--- config.mk ---
export PLATFORM = sky130hd
export DESIGN_NAME = motion_interrupt_controller
export DESIGN_NICKNAME = d
export VERILOG_FILES = /design/src/inc/motion_irq_pkg.sv /design/src/logic/motion_interrupt_controller.sv
export SDC_FILE = /design/constraint.sdc
export NUM_CORES = 1
export LEC_CHECK = 0
export ABC_AREA = 1
export BUFFER_PORTS_ARGS = -buffer_cell sky130_fd_sc_hd__buf_2
export CAP_MARGIN = 15
export CORE_ASPECT_RATIO = 0.6
export CORE_UTILIZATION = 31
export CTS_BUF_LIST = sky130_fd_sc_hd__clkbuf_4 sky130_fd_sc_hd__clkbuf_8
export CTS_CLUSTER_DIAMETER = 50
export DETAILED_ROUTE_END_ITERATION = 8
export HOLD_SLACK_MARGIN = 0.1
export PLACE_DENSITY = 0.48
export SYNTH_ARGS = -nofsm -noshare
export SYNTH_HDL_FRONTEND = slang
export SYNTH_SLANG_ARGS = --single-unit
--- constraint.sdc ---
create_clock -name clk_sys_in -period 6.45 [get_ports clk_sys_in]
set_input_delay 1.935 -clock clk_sys_in [delete_from_list [all_inputs] [get_ports clk_sys_in]]
set_output_delay 1.935 -clock clk_sys_in [all_outputs]
set_load 0.05 [all_outputs]
--- src/inc/motion_irq_pkg.sv ---
// Package with register map, field layout, reset values and timing of the motion interrupt controller.
`default_nettype none
package motion_irq_pkg;
	// ============================================================
	// Register indices (byte address is four times the index)
	localparam logic [7:0] REG_SLOPE_STATUS = 8'h09;
	localparam logic [7:0] REG_DATA_STATUS  = 8'h0A;
	localparam logic [7:0] REG_SLOPE_AXIS   = 8'h0B;
	localparam logic [7:0] REG_SLOPE_EN     = 8'h16;
	localparam logic [7:0] REG_DATA_EN      = 8'h17;
	localparam logic [7:0] REG_MAP_A        = 8'h19;
	localparam logic [7:0] REG_MAP_DATA     = 8'h1A;
	localparam logic [7:0] REG_MAP_B        = 8'h1B;
	localparam logic [7:0] REG_SRC_SEL      = 8'h1E;
	localparam logic [7:0] REG_PIN_CFG      = 8'h20;
	localparam logic [7:0] REG_CLEAR_MODE   = 8'h21;
	localparam logic [7:0] REG_SLOPE_DUR    = 8'h27;
	localparam logic [7:0] REG_THRESHOLD    = 8'h28;
	// ============================================================
	// Field positions
	localparam int BIT_SLOPE_ST   = 2;
	localparam int BIT_DATA_ST    = 7;
	localparam int BIT_SLOPE_SIGN = 3;
	localparam int BIT_DATA_EN    = 4;
	localparam int BIT_MAP_SLOPE  = 2;
	localparam int BIT_MAP_DATA_A = 0;
	localparam int BIT_MAP_DATA_B = 7;
	localparam int BIT_SRC_SLOPE  = 2;
	localparam int BIT_SRC_DATA   = 5;
	localparam int BIT_POL_A      = 0;
	localparam int BIT_OD_A       = 1;
	localparam int BIT_POL_B      = 2;
	localparam int BIT_OD_B       = 3;
	localparam int BIT_RESET_INT  = 7;
	// ============================================================
	// Writable bits and reset values
	localparam logic [7:0] MASK_SLOPE_EN  = 8'h07;
	localparam logic [7:0] MASK_DATA_EN   = 8'h10;
	localparam logic [7:0] MASK_MAP_A     = 8'h04;
	localparam logic [7:0] MASK_MAP_DATA  = 8'h81;
	localparam logic [7:0] MASK_MAP_B     = 8'h04;
	localparam logic [7:0] MASK_SRC_SEL   = 8'h24;
	localparam logic [7:0] MASK_PIN_CFG   = 8'h0F;
	localparam logic [7:0] MASK_MODE      = 8'h0F;
	localparam logic [7:0] MASK_DUR       = 8'h03;
	localparam logic [7:0] RST_THRESHOLD  = 8'h14;
	// ============================================================
	// Clear-mode codes and timing
	localparam logic [3:0] CODE_NONLATCH_0 = 4'h0;
	localparam logic [3:0] CODE_NONLATCH_1 = 4'h8;
	localparam logic [3:0] CODE_LATCH_0    = 4'h7;
	localparam logic [3:0] CODE_LATCH_1    = 4'hF;
	localparam int CLK_PERIOD_NS      = 10;
	localparam int HOLD_UNIT_US       = 500;
	localparam int HOLD_UNIT_CYCLES   = HOLD_UNIT_US * 1000 / CLK_PERIOD_NS;
	localparam int NEWDATA_LOW_US     = 50;
	localparam int NEWDATA_LOW_CYCLES = (NEWDATA_LOW_US * 1000 + CLK_PERIOD_NS - 1) / CLK_PERIOD_NS;
	typedef enum logic [2:0] {
		MODE_NONLATCHED = 3'b001,
		MODE_LATCHED    = 3'b010,
		MODE_TIMED      = 3'b100
	} clear_mode_t;
endpackage : motion_irq_pkg
`default_nettype wire

--- src/logic/motion_interrupt_controller.sv ---
// Interrupt controller with new-data and any-motion engines, two routable pins and a Wishbone register slave.
// Function
// - Enabled condition sets status and mapped pin
// - Two pins, each OR of mapped interrupts
// - Status sets only with new sample
// - Disabling clears status and pin at once
// - Four-bit code selects nonlatched, latched or timed
// - No timed clearing while condition still holds
// - Nonlatched status follows condition; new-data self-clears
// - Latched clears by reset write, reasserts later
// - Timed status clears after selected hold
// - Source bit picks filtered or unfiltered data
// - Mapping bits route each interrupt per pin
// - Polarity bit sets each pin's active level
// - Drive bit selects push-pull or open-drain
// - Host ignores pins during first 2 ms; host model waits only 16 clock cycles
// - New-data sets on sample, low 50 us
// - New-data always nonlatched, own enable bit
// - Slope of successive samples against threshold
// - N consecutive samples set or clear slope
// - Axis enables; any sets, all must clear
// - Slope reports status, first axis and sign
// - Any axis enable runs engine; wake-up all
`default_nettype none
module motion_interrupt_controller
	import motion_irq_pkg::*;
#(
	parameter int ACC_W            = 10,
	parameter int ADDR_W           = 8,
	parameter int HOLD_TICK_CYCLES = HOLD_UNIT_CYCLES,
	parameter int NEWDATA_LOW      = NEWDATA_LOW_CYCLES
) (
	input  wire logic              clk_sys_in,
	input  wire logic              rst_n_in,
	input  wire logic              clk_en_in,
	input  wire logic              wb_cyc_in,
	input  wire logic              wb_stb_in,
	input  wire logic              wb_we_in,
	input  wire logic [ADDR_W-1:0] wb_adr_in,
	input  wire logic [31:0]       wb_dat_in,
	input  wire logic [3:0]        wb_sel_in,
	output logic      [31:0]       wb_dat_out,
	output logic                   wb_ack_out,
	input  wire logic              sample_valid_in,
	input  wire logic              acq_start_in,
	input  wire logic              dedicated_wake_in,
	input  wire logic [ACC_W-1:0]  accel_filt_x_in,
	input  wire logic [ACC_W-1:0]  accel_filt_y_in,
	input  wire logic [ACC_W-1:0]  accel_filt_z_in,
	input  wire logic [ACC_W-1:0]  accel_unfilt_x_in,
	input  wire logic [ACC_W-1:0]  accel_unfilt_y_in,
	input  wire logic [ACC_W-1:0]  accel_unfilt_z_in,
	output logic                   irq_pin_a_out,
	output logic                   irq_pin_a_oe_out,
	output logic                   irq_pin_b_out,
	output logic                   irq_pin_b_oe_out
);
	// ============================================================
	// Parameter checks
	if (ACC_W < 9 || ACC_W > 16) $error("ACC_W must lie between 9 and 16");
	if (ADDR_W < 8) $error("ADDR_W must be at least 8");
	if (HOLD_TICK_CYCLES < 1 || HOLD_TICK_CYCLES > 100000) $error("HOLD_TICK_CYCLES out of range");
	if (NEWDATA_LOW < 1 || NEWDATA_LOW > 65535) $error("NEWDATA_LOW out of range");
	// ============================================================
	// State
	typedef struct packed {
		logic [7:0]              cfg_slope_en;
		logic [7:0]              cfg_data_en;
		logic [7:0]              cfg_map_a;
		logic [7:0]              cfg_map_data;
		logic [7:0]              cfg_map_b;
		logic [7:0]              cfg_src;
		logic [7:0]              cfg_pin;
		logic [7:0]              cfg_mode;
		logic [7:0]              cfg_dur;
		logic [7:0]              cfg_thr;
		logic                    slope_st;
		logic                    data_st;
		logic [2:0]              slope_axis;
		logic                    slope_sign;
		logic                    slope_cond;
		logic [2:0]              above_cnt;
		logic [2:0]              below_cnt;
		logic [2:0][ACC_W-1:0]   prev;
		logic                    prev_valid;
		logic [31:0]             hold_cnt;
		logic [15:0]             guard_cnt;
		logic                    pin_a;
		logic                    oe_a;
		logic                    pin_b;
		logic                    oe_b;
		logic                    ack;
		logic [31:0]             rdata;
	} state_t;
	// Inactive level of an active-low push-pull pin is high, driven.
	localparam state_t STATE_RESET = '{cfg_thr: RST_THRESHOLD, pin_a: 1'b1, oe_a: 1'b1,
		pin_b: 1'b1, oe_b: 1'b1, default: '0};
	state_t state_reg;
	state_t state_next;
	// ============================================================
	// Functions
	function automatic clear_mode_t decode_mode(input logic [3:0] code);
		case (code)
			CODE_NONLATCH_0, CODE_NONLATCH_1: decode_mode = MODE_NONLATCHED;
			CODE_LATCH_0, CODE_LATCH_1:       decode_mode = MODE_LATCHED;
			default:                          decode_mode = MODE_TIMED;
		endcase
	endfunction : decode_mode
	// Hold period in units of 500 us for each timed code.
	function automatic logic [15:0] hold_units(input logic [3:0] code);
		case (code)
			4'h1:    hold_units = 16'h01F4;
			4'h2:    hold_units = 16'h03E8;
			4'h3:    hold_units = 16'h07D0;
			4'h4:    hold_units = 16'h0FA0;
			4'h5:    hold_units = 16'h1F40;
			4'h6:    hold_units = 16'h3E80;
			4'h9:    hold_units = 16'h0001;
			4'hA:    hold_units = 16'h0001;
			4'hB:    hold_units = 16'h0002;
			4'hC:    hold_units = 16'h0019;
			4'hD:    hold_units = 16'h0032;
			4'hE:    hold_units = 16'h0064;
			default: hold_units = 16'h0000;
		endcase
	endfunction : hold_units
	// Returns {output enable, pin level}; open-drain only ever pulls low.
	function automatic logic [1:0] pin_drive(input logic active, input logic pol, input logic od);
		logic level;
		level     = ~(active ^ pol);
		pin_drive = {~od | ~level, level};
	endfunction : pin_drive
	// ============================================================
	// Slope datapath
	logic                  use_unfilt;
	logic [2:0][ACC_W-1:0] cur_sample;
	logic [2:0]            axis_above;
	logic [2:0]            axis_neg;
	logic [2:0]            axes_en;
	logic                  slope_on;
	assign use_unfilt    = state_reg.cfg_src[BIT_SRC_SLOPE];
	assign cur_sample[0] = use_unfilt ? accel_unfilt_x_in : accel_filt_x_in;
	assign cur_sample[1] = use_unfilt ? accel_unfilt_y_in : accel_filt_y_in;
	assign cur_sample[2] = use_unfilt ? accel_unfilt_z_in : accel_filt_z_in;
	assign axes_en       = dedicated_wake_in ? 3'h7 : state_reg.cfg_slope_en[2:0];
	assign slope_on      = |axes_en;
	for (genvar i = 0; i < 3; i++) begin : g_axis
		logic signed [ACC_W:0] diff;
		logic [ACC_W:0]        mag;
		assign diff = $signed({cur_sample[i][ACC_W-1], cur_sample[i]})
			- $signed({state_reg.prev[i][ACC_W-1], state_reg.prev[i]});
		assign mag           = diff[ACC_W] ? -diff : diff;
		assign axis_above[i] = mag > {{(ACC_W-7){1'b0}}, state_reg.cfg_thr};
		assign axis_neg[i]   = diff[ACC_W];
	end
	// ============================================================
	// Bus decode
	logic [7:0]  idx;
	logic        bus_req;
	logic        bus_wr;
	logic        reset_int_wr;
	clear_mode_t mode;
	logic [2:0]  dur_n;
	logic [31:0] hold_target;
	logic        pin_a_act;
	logic        pin_b_act;
	assign idx          = 8'(wb_adr_in >> 2);
	assign bus_req      = wb_cyc_in && wb_stb_in && !state_reg.ack;
	assign bus_wr       = bus_req && wb_we_in && wb_sel_in[0];
	assign reset_int_wr = bus_wr && idx == REG_CLEAR_MODE && wb_dat_in[BIT_RESET_INT];
	assign mode         = decode_mode(state_reg.cfg_mode[3:0]);
	assign dur_n        = {1'b0, state_reg.cfg_dur[1:0]} + 3'h1;
	assign hold_target  = 32'(hold_units(state_reg.cfg_mode[3:0])) * 32'(HOLD_TICK_CYCLES);
	assign pin_a_act    = (state_reg.slope_st && state_reg.cfg_map_a[BIT_MAP_SLOPE])
		|| (state_reg.data_st && state_reg.cfg_map_data[BIT_MAP_DATA_A]);
	assign pin_b_act    = (state_reg.slope_st && state_reg.cfg_map_b[BIT_MAP_SLOPE])
		|| (state_reg.data_st && state_reg.cfg_map_data[BIT_MAP_DATA_B]);
	// ============================================================
	// Next state
	always_comb
	begin
		logic [2:0] first_ax;
		logic       any_above;
		logic       act_a;
		logic       act_b;
		logic [1:0] drv;
		first_ax   = '0;
		any_above  = 1'b0;
		act_a      = 1'b0;
		act_b      = 1'b0;
		drv        = '0;
		state_next = state_reg;
		// Register writes; reserved bits are masked off and read as zero.
		state_next.ack = bus_req;
		if (bus_wr)
		begin
			unique case (idx)
				REG_SLOPE_EN:   state_next.cfg_slope_en = wb_dat_in[7:0] & MASK_SLOPE_EN;
				REG_DATA_EN:    state_next.cfg_data_en  = wb_dat_in[7:0] & MASK_DATA_EN;
				REG_MAP_A:      state_next.cfg_map_a    = wb_dat_in[7:0] & MASK_MAP_A;
				REG_MAP_DATA:   state_next.cfg_map_data = wb_dat_in[7:0] & MASK_MAP_DATA;
				REG_MAP_B:      state_next.cfg_map_b    = wb_dat_in[7:0] & MASK_MAP_B;
				REG_SRC_SEL:    state_next.cfg_src      = wb_dat_in[7:0] & MASK_SRC_SEL;
				REG_PIN_CFG:    state_next.cfg_pin      = wb_dat_in[7:0] & MASK_PIN_CFG;
				REG_CLEAR_MODE: state_next.cfg_mode     = wb_dat_in[7:0] & MASK_MODE;
				REG_SLOPE_DUR:  state_next.cfg_dur      = wb_dat_in[7:0] & MASK_DUR;
				REG_THRESHOLD:  state_next.cfg_thr      = wb_dat_in[7:0];
				default:        state_next.ack          = bus_req;
			endcase
		end
		// Any-motion engine, advanced only when a new sample lands.
		if (sample_valid_in)
		begin
			state_next.prev       = cur_sample;
			state_next.prev_valid = 1'b1;
			if (state_reg.prev_valid && slope_on)
			begin
				any_above = |(axis_above & axes_en);
				if (any_above)
				begin
					state_next.above_cnt = (state_reg.above_cnt == 3'h4) ? 3'h4 : state_reg.above_cnt + 3'h1;
					state_next.below_cnt = '0;
				end
				else
				begin
					state_next.below_cnt = (state_reg.below_cnt == 3'h4) ? 3'h4 : state_reg.below_cnt + 3'h1;
					state_next.above_cnt = '0;
				end
				if (state_next.above_cnt >= dur_n)
					state_next.slope_cond = 1'b1;
				else if (state_next.below_cnt >= dur_n)
					state_next.slope_cond = 1'b0;
			end
		end
		// Timed hold counts while the slope status is up and saturates at its target.
		if (state_reg.slope_st && state_reg.hold_cnt < hold_target)
			state_next.hold_cnt = state_reg.hold_cnt + 32'h1;
		// Clearing of the slope status comes first so that a set in the same cycle wins.
		if (reset_int_wr && mode != MODE_NONLATCHED)
		begin
			state_next.slope_st   = 1'b0;
			state_next.slope_axis = '0;
		end
		if (mode == MODE_TIMED && state_reg.slope_st && state_reg.hold_cnt >= hold_target
			&& !state_reg.slope_cond)
		begin
			state_next.slope_st   = 1'b0;
			state_next.slope_axis = '0;
		end
		if (sample_valid_in)
		begin
			first_ax = (axis_above & axes_en) & (~(axis_above & axes_en) + 3'h1);
			unique case (mode)
				MODE_NONLATCHED:
				begin
					state_next.slope_st = state_next.slope_cond;
					if (!state_next.slope_cond)
						state_next.slope_axis = '0;
				end
				MODE_LATCHED, MODE_TIMED:
				begin
					if (state_next.slope_cond)
						state_next.slope_st = 1'b1;
				end
			endcase
			if (state_next.slope_cond && !state_reg.slope_st && first_ax != 3'h0)
			begin
				state_next.slope_st   = 1'b1;
				state_next.slope_axis = first_ax;
				state_next.slope_sign = |(first_ax & axis_neg);
				state_next.hold_cnt   = '0;
			end
		end
		if (!slope_on)
		begin
			state_next.slope_st   = 1'b0;
			state_next.slope_axis = '0;
			state_next.slope_cond = 1'b0;
			state_next.above_cnt  = '0;
			state_next.below_cnt  = '0;
		end
		// New-data interrupt ignores the common clear mode.
		if (state_reg.guard_cnt != 16'h0)
			state_next.guard_cnt = state_reg.guard_cnt - 16'h1;
		if (acq_start_in && state_reg.data_st)
		begin
			state_next.data_st   = 1'b0;
			state_next.guard_cnt = 16'(NEWDATA_LOW);
		end
		if (sample_valid_in && state_reg.cfg_data_en[BIT_DATA_EN] && state_reg.guard_cnt == 16'h0)
		begin
			state_next.data_st   = 1'b1;
			state_next.guard_cnt = '0;
		end
		if (!state_reg.cfg_data_en[BIT_DATA_EN])
			state_next.data_st = 1'b0;
		// Pins follow the status registered at the same edge.
		act_a = (state_next.slope_st && state_next.cfg_map_a[BIT_MAP_SLOPE])
			|| (state_next.data_st && state_next.cfg_map_data[BIT_MAP_DATA_A]);
		act_b = (state_next.slope_st && state_next.cfg_map_b[BIT_MAP_SLOPE])
			|| (state_next.data_st && state_next.cfg_map_data[BIT_MAP_DATA_B]);
		drv = pin_drive(act_a, state_next.cfg_pin[BIT_POL_A], state_next.cfg_pin[BIT_OD_A]);
		state_next.pin_a = drv[0];
		state_next.oe_a  = drv[1];
		drv = pin_drive(act_b, state_next.cfg_pin[BIT_POL_B], state_next.cfg_pin[BIT_OD_B]);
		state_next.pin_b = drv[0];
		state_next.oe_b  = drv[1];
		// Read data is captured with the acknowledge.
		state_next.rdata = '0;
		if (bus_req && !wb_we_in)
		begin
			unique case (idx)
				REG_SLOPE_STATUS: state_next.rdata[BIT_SLOPE_ST] = state_reg.slope_st;
				REG_DATA_STATUS:  state_next.rdata[BIT_DATA_ST]  = state_reg.data_st;
				REG_SLOPE_AXIS:   state_next.rdata[7:0] = {4'h0, state_reg.slope_sign, state_reg.slope_axis};
				REG_SLOPE_EN:     state_next.rdata[7:0] = state_reg.cfg_slope_en;
				REG_DATA_EN:      state_next.rdata[7:0] = state_reg.cfg_data_en;
				REG_MAP_A:        state_next.rdata[7:0] = state_reg.cfg_map_a;
				REG_MAP_DATA:     state_next.rdata[7:0] = state_reg.cfg_map_data;
				REG_MAP_B:        state_next.rdata[7:0] = state_reg.cfg_map_b;
				REG_SRC_SEL:      state_next.rdata[7:0] = state_reg.cfg_src;
				REG_PIN_CFG:      state_next.rdata[7:0] = state_reg.cfg_pin;
				REG_CLEAR_MODE:   state_next.rdata[7:0] = state_reg.cfg_mode;
				REG_SLOPE_DUR:    state_next.rdata[7:0] = state_reg.cfg_dur;
				REG_THRESHOLD:    state_next.rdata[7:0] = state_reg.cfg_thr;
				default:          state_next.rdata      = '0;
			endcase
		end
	end
	// ============================================================
	// Registers
	always_ff @(posedge clk_sys_in or negedge rst_n_in)
	begin
		if (!rst_n_in)
			state_reg <= STATE_RESET;
		else if (clk_en_in)
			state_reg <= state_next;
	end
	assign wb_dat_out       = state_reg.rdata;
	assign wb_ack_out       = state_reg.ack;
	assign irq_pin_a_out    = state_reg.pin_a;
	assign irq_pin_a_oe_out = state_reg.oe_a;
	assign irq_pin_b_out    = state_reg.pin_b;
	assign irq_pin_b_oe_out = state_reg.oe_b;
endmodule : motion_interrupt_controller
`default_nettype wire

==> results.ini <==
[run_status]
status = finished with violations
failed_checks = setup timing

[critical_path]
critPathLaunchType = flop
timing.rr.start = state_reg[146]
crit_required_ps = 6840
slowest_stage = fa_1
crit_family = adder cells
cp.depth = 40
cp_num_buf_inv = 8
critPathKind = flop to flop
cp_slowest_stage_delay_ps = 570
cp-startpoint = state_reg[146]
crit_top_cell = ha_4
cp.arrival_ps = 7330
critical_path.endpoint = state_reg[74]
critPathCaptureType = flop
r2r_cells = 40
reg2reg_slack_ps = -490
worstPathMaxFanout = 5
r2r_end = state_reg[74]

[routing]
drt-total-wl_mm = 44.0
first_pass_iters = 5
wl_per_cell_um = 14.4
drtAntennaViolNets = 0
vias_per_cell = 4.62
num_vias = 14100
drtIter0Drc = 890
route.detailed.drc = 0

[synthesis]
syn_area_um2 = 14300
synth_cell_types = 62
yosys.area.top_type = dfrtp_1
synth.top_cell.area_share = 0.222
ys_ff_latch = 133
ys_seq_area_frac = 0.233
synth_edf_count = 0
yosys_most_used_dff = dfrtp_1
synthArstFlopShare = 1.00
synthCells = 2030
synth_area_leaders = dfrtp_1 22%, ha_1 18%, nand2_1 14%, inv_1 9.5%, fa_1 5.0%
syn_area_per_cell_um2 = 7.06
synth.yosys.warnings = 0

[floorplan]
core_area_um2 = 45200
row_count = 60
io_pins = 150
start_util = 0.317
dieArea_um2 = 47100
fp.dieH_um = 169
die_w_um = 280

[clock_tree]
insertion_delay_ps = 490
cts_tree = done
holdBufCountCts = 0
numCtsBuffers = 17
clock_path_buffers = 2
root_buffer = clkbuf_8
clock_sinks = 133
h-tree-depth = 4
path_clk_slew_ps = 90

[pwr]
powerDensity_nw_per_um2 = 195
p_leak_nw = 10.4
ir_worst_vdd_v = 0.000134

[sta]
tns_ps = -14190
rsz0062_at_grt = yes
fmax_ghz = 0.144
finalClockSkew_ps = 15.7
finalCriticalPeriod_ps = 6940
drv_slew = 0
finalSetupViolCount = 41
worst_pin_slew_ps = 881
period_share = 1.08
whs_ps = 475
slew_headroom = 0.413
fin_ws_ps = -485
hold_violations = 0

[cells_and_area]
final.fill_count = 4649
area_delta_synth_final_pct = 37.8
largest_reg_flops = 120
fin_cells = 3063
final_layout_size_suffix_gt1_frac = 0.293
final_nets = 2782

[placement]
place_inst = 2969
routabilityCongestion = 0.880
place_ws_ps = -955
dp_hpwl_mm = 34.8
io_buffers = 96

[global_route]
grt_use_total = 0.194
grt_antenna_before_repair = 2
grt-ovfl-total = 0
grt_max_degree = 83
grt_pass1_vias = 13500
grt_pass1_wl_mm = 72.4

[hold_path]
hold_class = flop to flop

[run]
cap_violations = 0

==> through the flow <==
step            util  cell area, µm²  power (mW)
3_5_place_dp   0.388           17600        2.77
2_1_floorplan      -           14700        2.15
6_report       0.437           19800        3.85
3_3_place_gp   0.388           17600        2.74
5_1_grt        0.437           19800        4.18
4_1_cts        0.425           19200        3.76
==> Yosys cell counts (all sizes together) (3+ instances only) <==
cell type / instances
nand2: 531
inv: 364
ha: 206
nor2: 132
nand3: 128
dfrtp: 127
o21ai: 118
a21oi: 93
buf: 40
xor2: 39
fa: 36
nor3: 32
nand4: 24
clkbuf: 20
xnor2: 18
or2: 16
nand3b: 15
o22ai: 15
nor4: 11
a31oi: 8
dfstp: 6
o21bai: 6
nor3b: 5
o21a: 5
a21o: 4
a221oi: 4
mux2i: 4
o31ai: 4
a211oi: 3
o211ai: 3
==> power by group <==
| group | switching [mW] | internal, mW |
|---|---|---|
| combinational | 1.08 | 0.894 |
| clock | 0.390 | 0.425 |
| sequential | 0.117 | 0.943 |
==> area by class of cell <==
class,count,area [µm²],share of cell area
Sequential cell,133,3340,0.169
Clock inverter,10,146,0.00741
Tap cell,620,776,0.0393
Antenna cell,3,7.51,0.000380
Clock buffer,22,290,0.0147
Multi-Input combinational cell,1494,10700,0.542
Timing Repair Buffer,415,3100,0.157
Inverter,366,1400,0.0707
==> routing by layer <==
| layer | GRT usage | routed length [µm] |
|---|---|---|
| met5 | 0 | 0 |
| met4 | 0.0430 | 436 |
| met3 | 0.0290 | 2310 |
| met2 | 0.264 | 16900 |
| met1 | 0.313 | 24400 |
==> cell families (layout without fill, tap and decap cells) <==
logic type                 Yosys count  in the layout  synth area share
other                                1             27          0.000262
AOI/OAI and AO/OA                  271            271             0.106
adders and majority gates          242            242             0.230
and+or+nand+nor                    896            896             0.270
buffers and inverters              426            813             0.123
xor gates and xnor gates            57             57            0.0359
DFF                                133            133             0.233
muxes                                4              4           0.00279
==> cell usage in the layout (no fill, tap or decap), types with 6 or more instances in the layout <==
cell type  Yosys  layout
nand2_1      524     481
inv_1        362     342
buf_4         33     282
ha_1         206     166
dfrtp_1      127     124
nor2_1       128     100
o21ai_0      117      96
nand3_1      124      95
buf_2          3      93
a21oi_1       91      74
nand2_2        6      41
ha_4           0      34
buf_6          3      34
xor2_1        38      32
fa_1          36      31
nand3_2        2      28
nor3_1        30      26
nand4_1       24      24
conb_1         1      24
clkbuf_8       0      20
nor2_2         3      17
inv_2          1      15
nor2_4         1      15
nand3b_1      15      15
a21oi_2        1      14
o21ai_1        1      14
xnor2_1       17      14
o22ai_1       15      10
nand2_4        1       9
nor4_1        11       9
or2_2         14       8
or2_4          0       6
ha_2           0       6
dfstp_2        6       6
==> repair_timing <==
action,in CTS,in global routing
resized for setup,199,80
pin swaps,109,71
setup endpoints to repair,41,42
setup buffers,39,25
gates cloned,3,0
==> how the worst min path moves through the flow <==
| stage | from | to | depth (start not counted) |
|---|---|---|---|
| floorplan | state_reg[123] | state_reg[123] | 2 |
| global placement | state_reg[134] | state_reg[134] | 2 |
| detailed placement | irq_pin_b_out | irq_pin_b_out | 2 |
| CTS | irq_pin_b_out | irq_pin_b_out | 2 |
| global route | irq_pin_b_out | irq_pin_b_out | 2 |
| finish | irq_pin_b_out | irq_pin_b_out | 2 |
==> worst min-delay path: stages (launching register included) <==
cell	delay (ps)
dfstp_2	380
nand2_1	60
nand2_1	50
No activity file was read; power rests on OpenSTA's default activity.
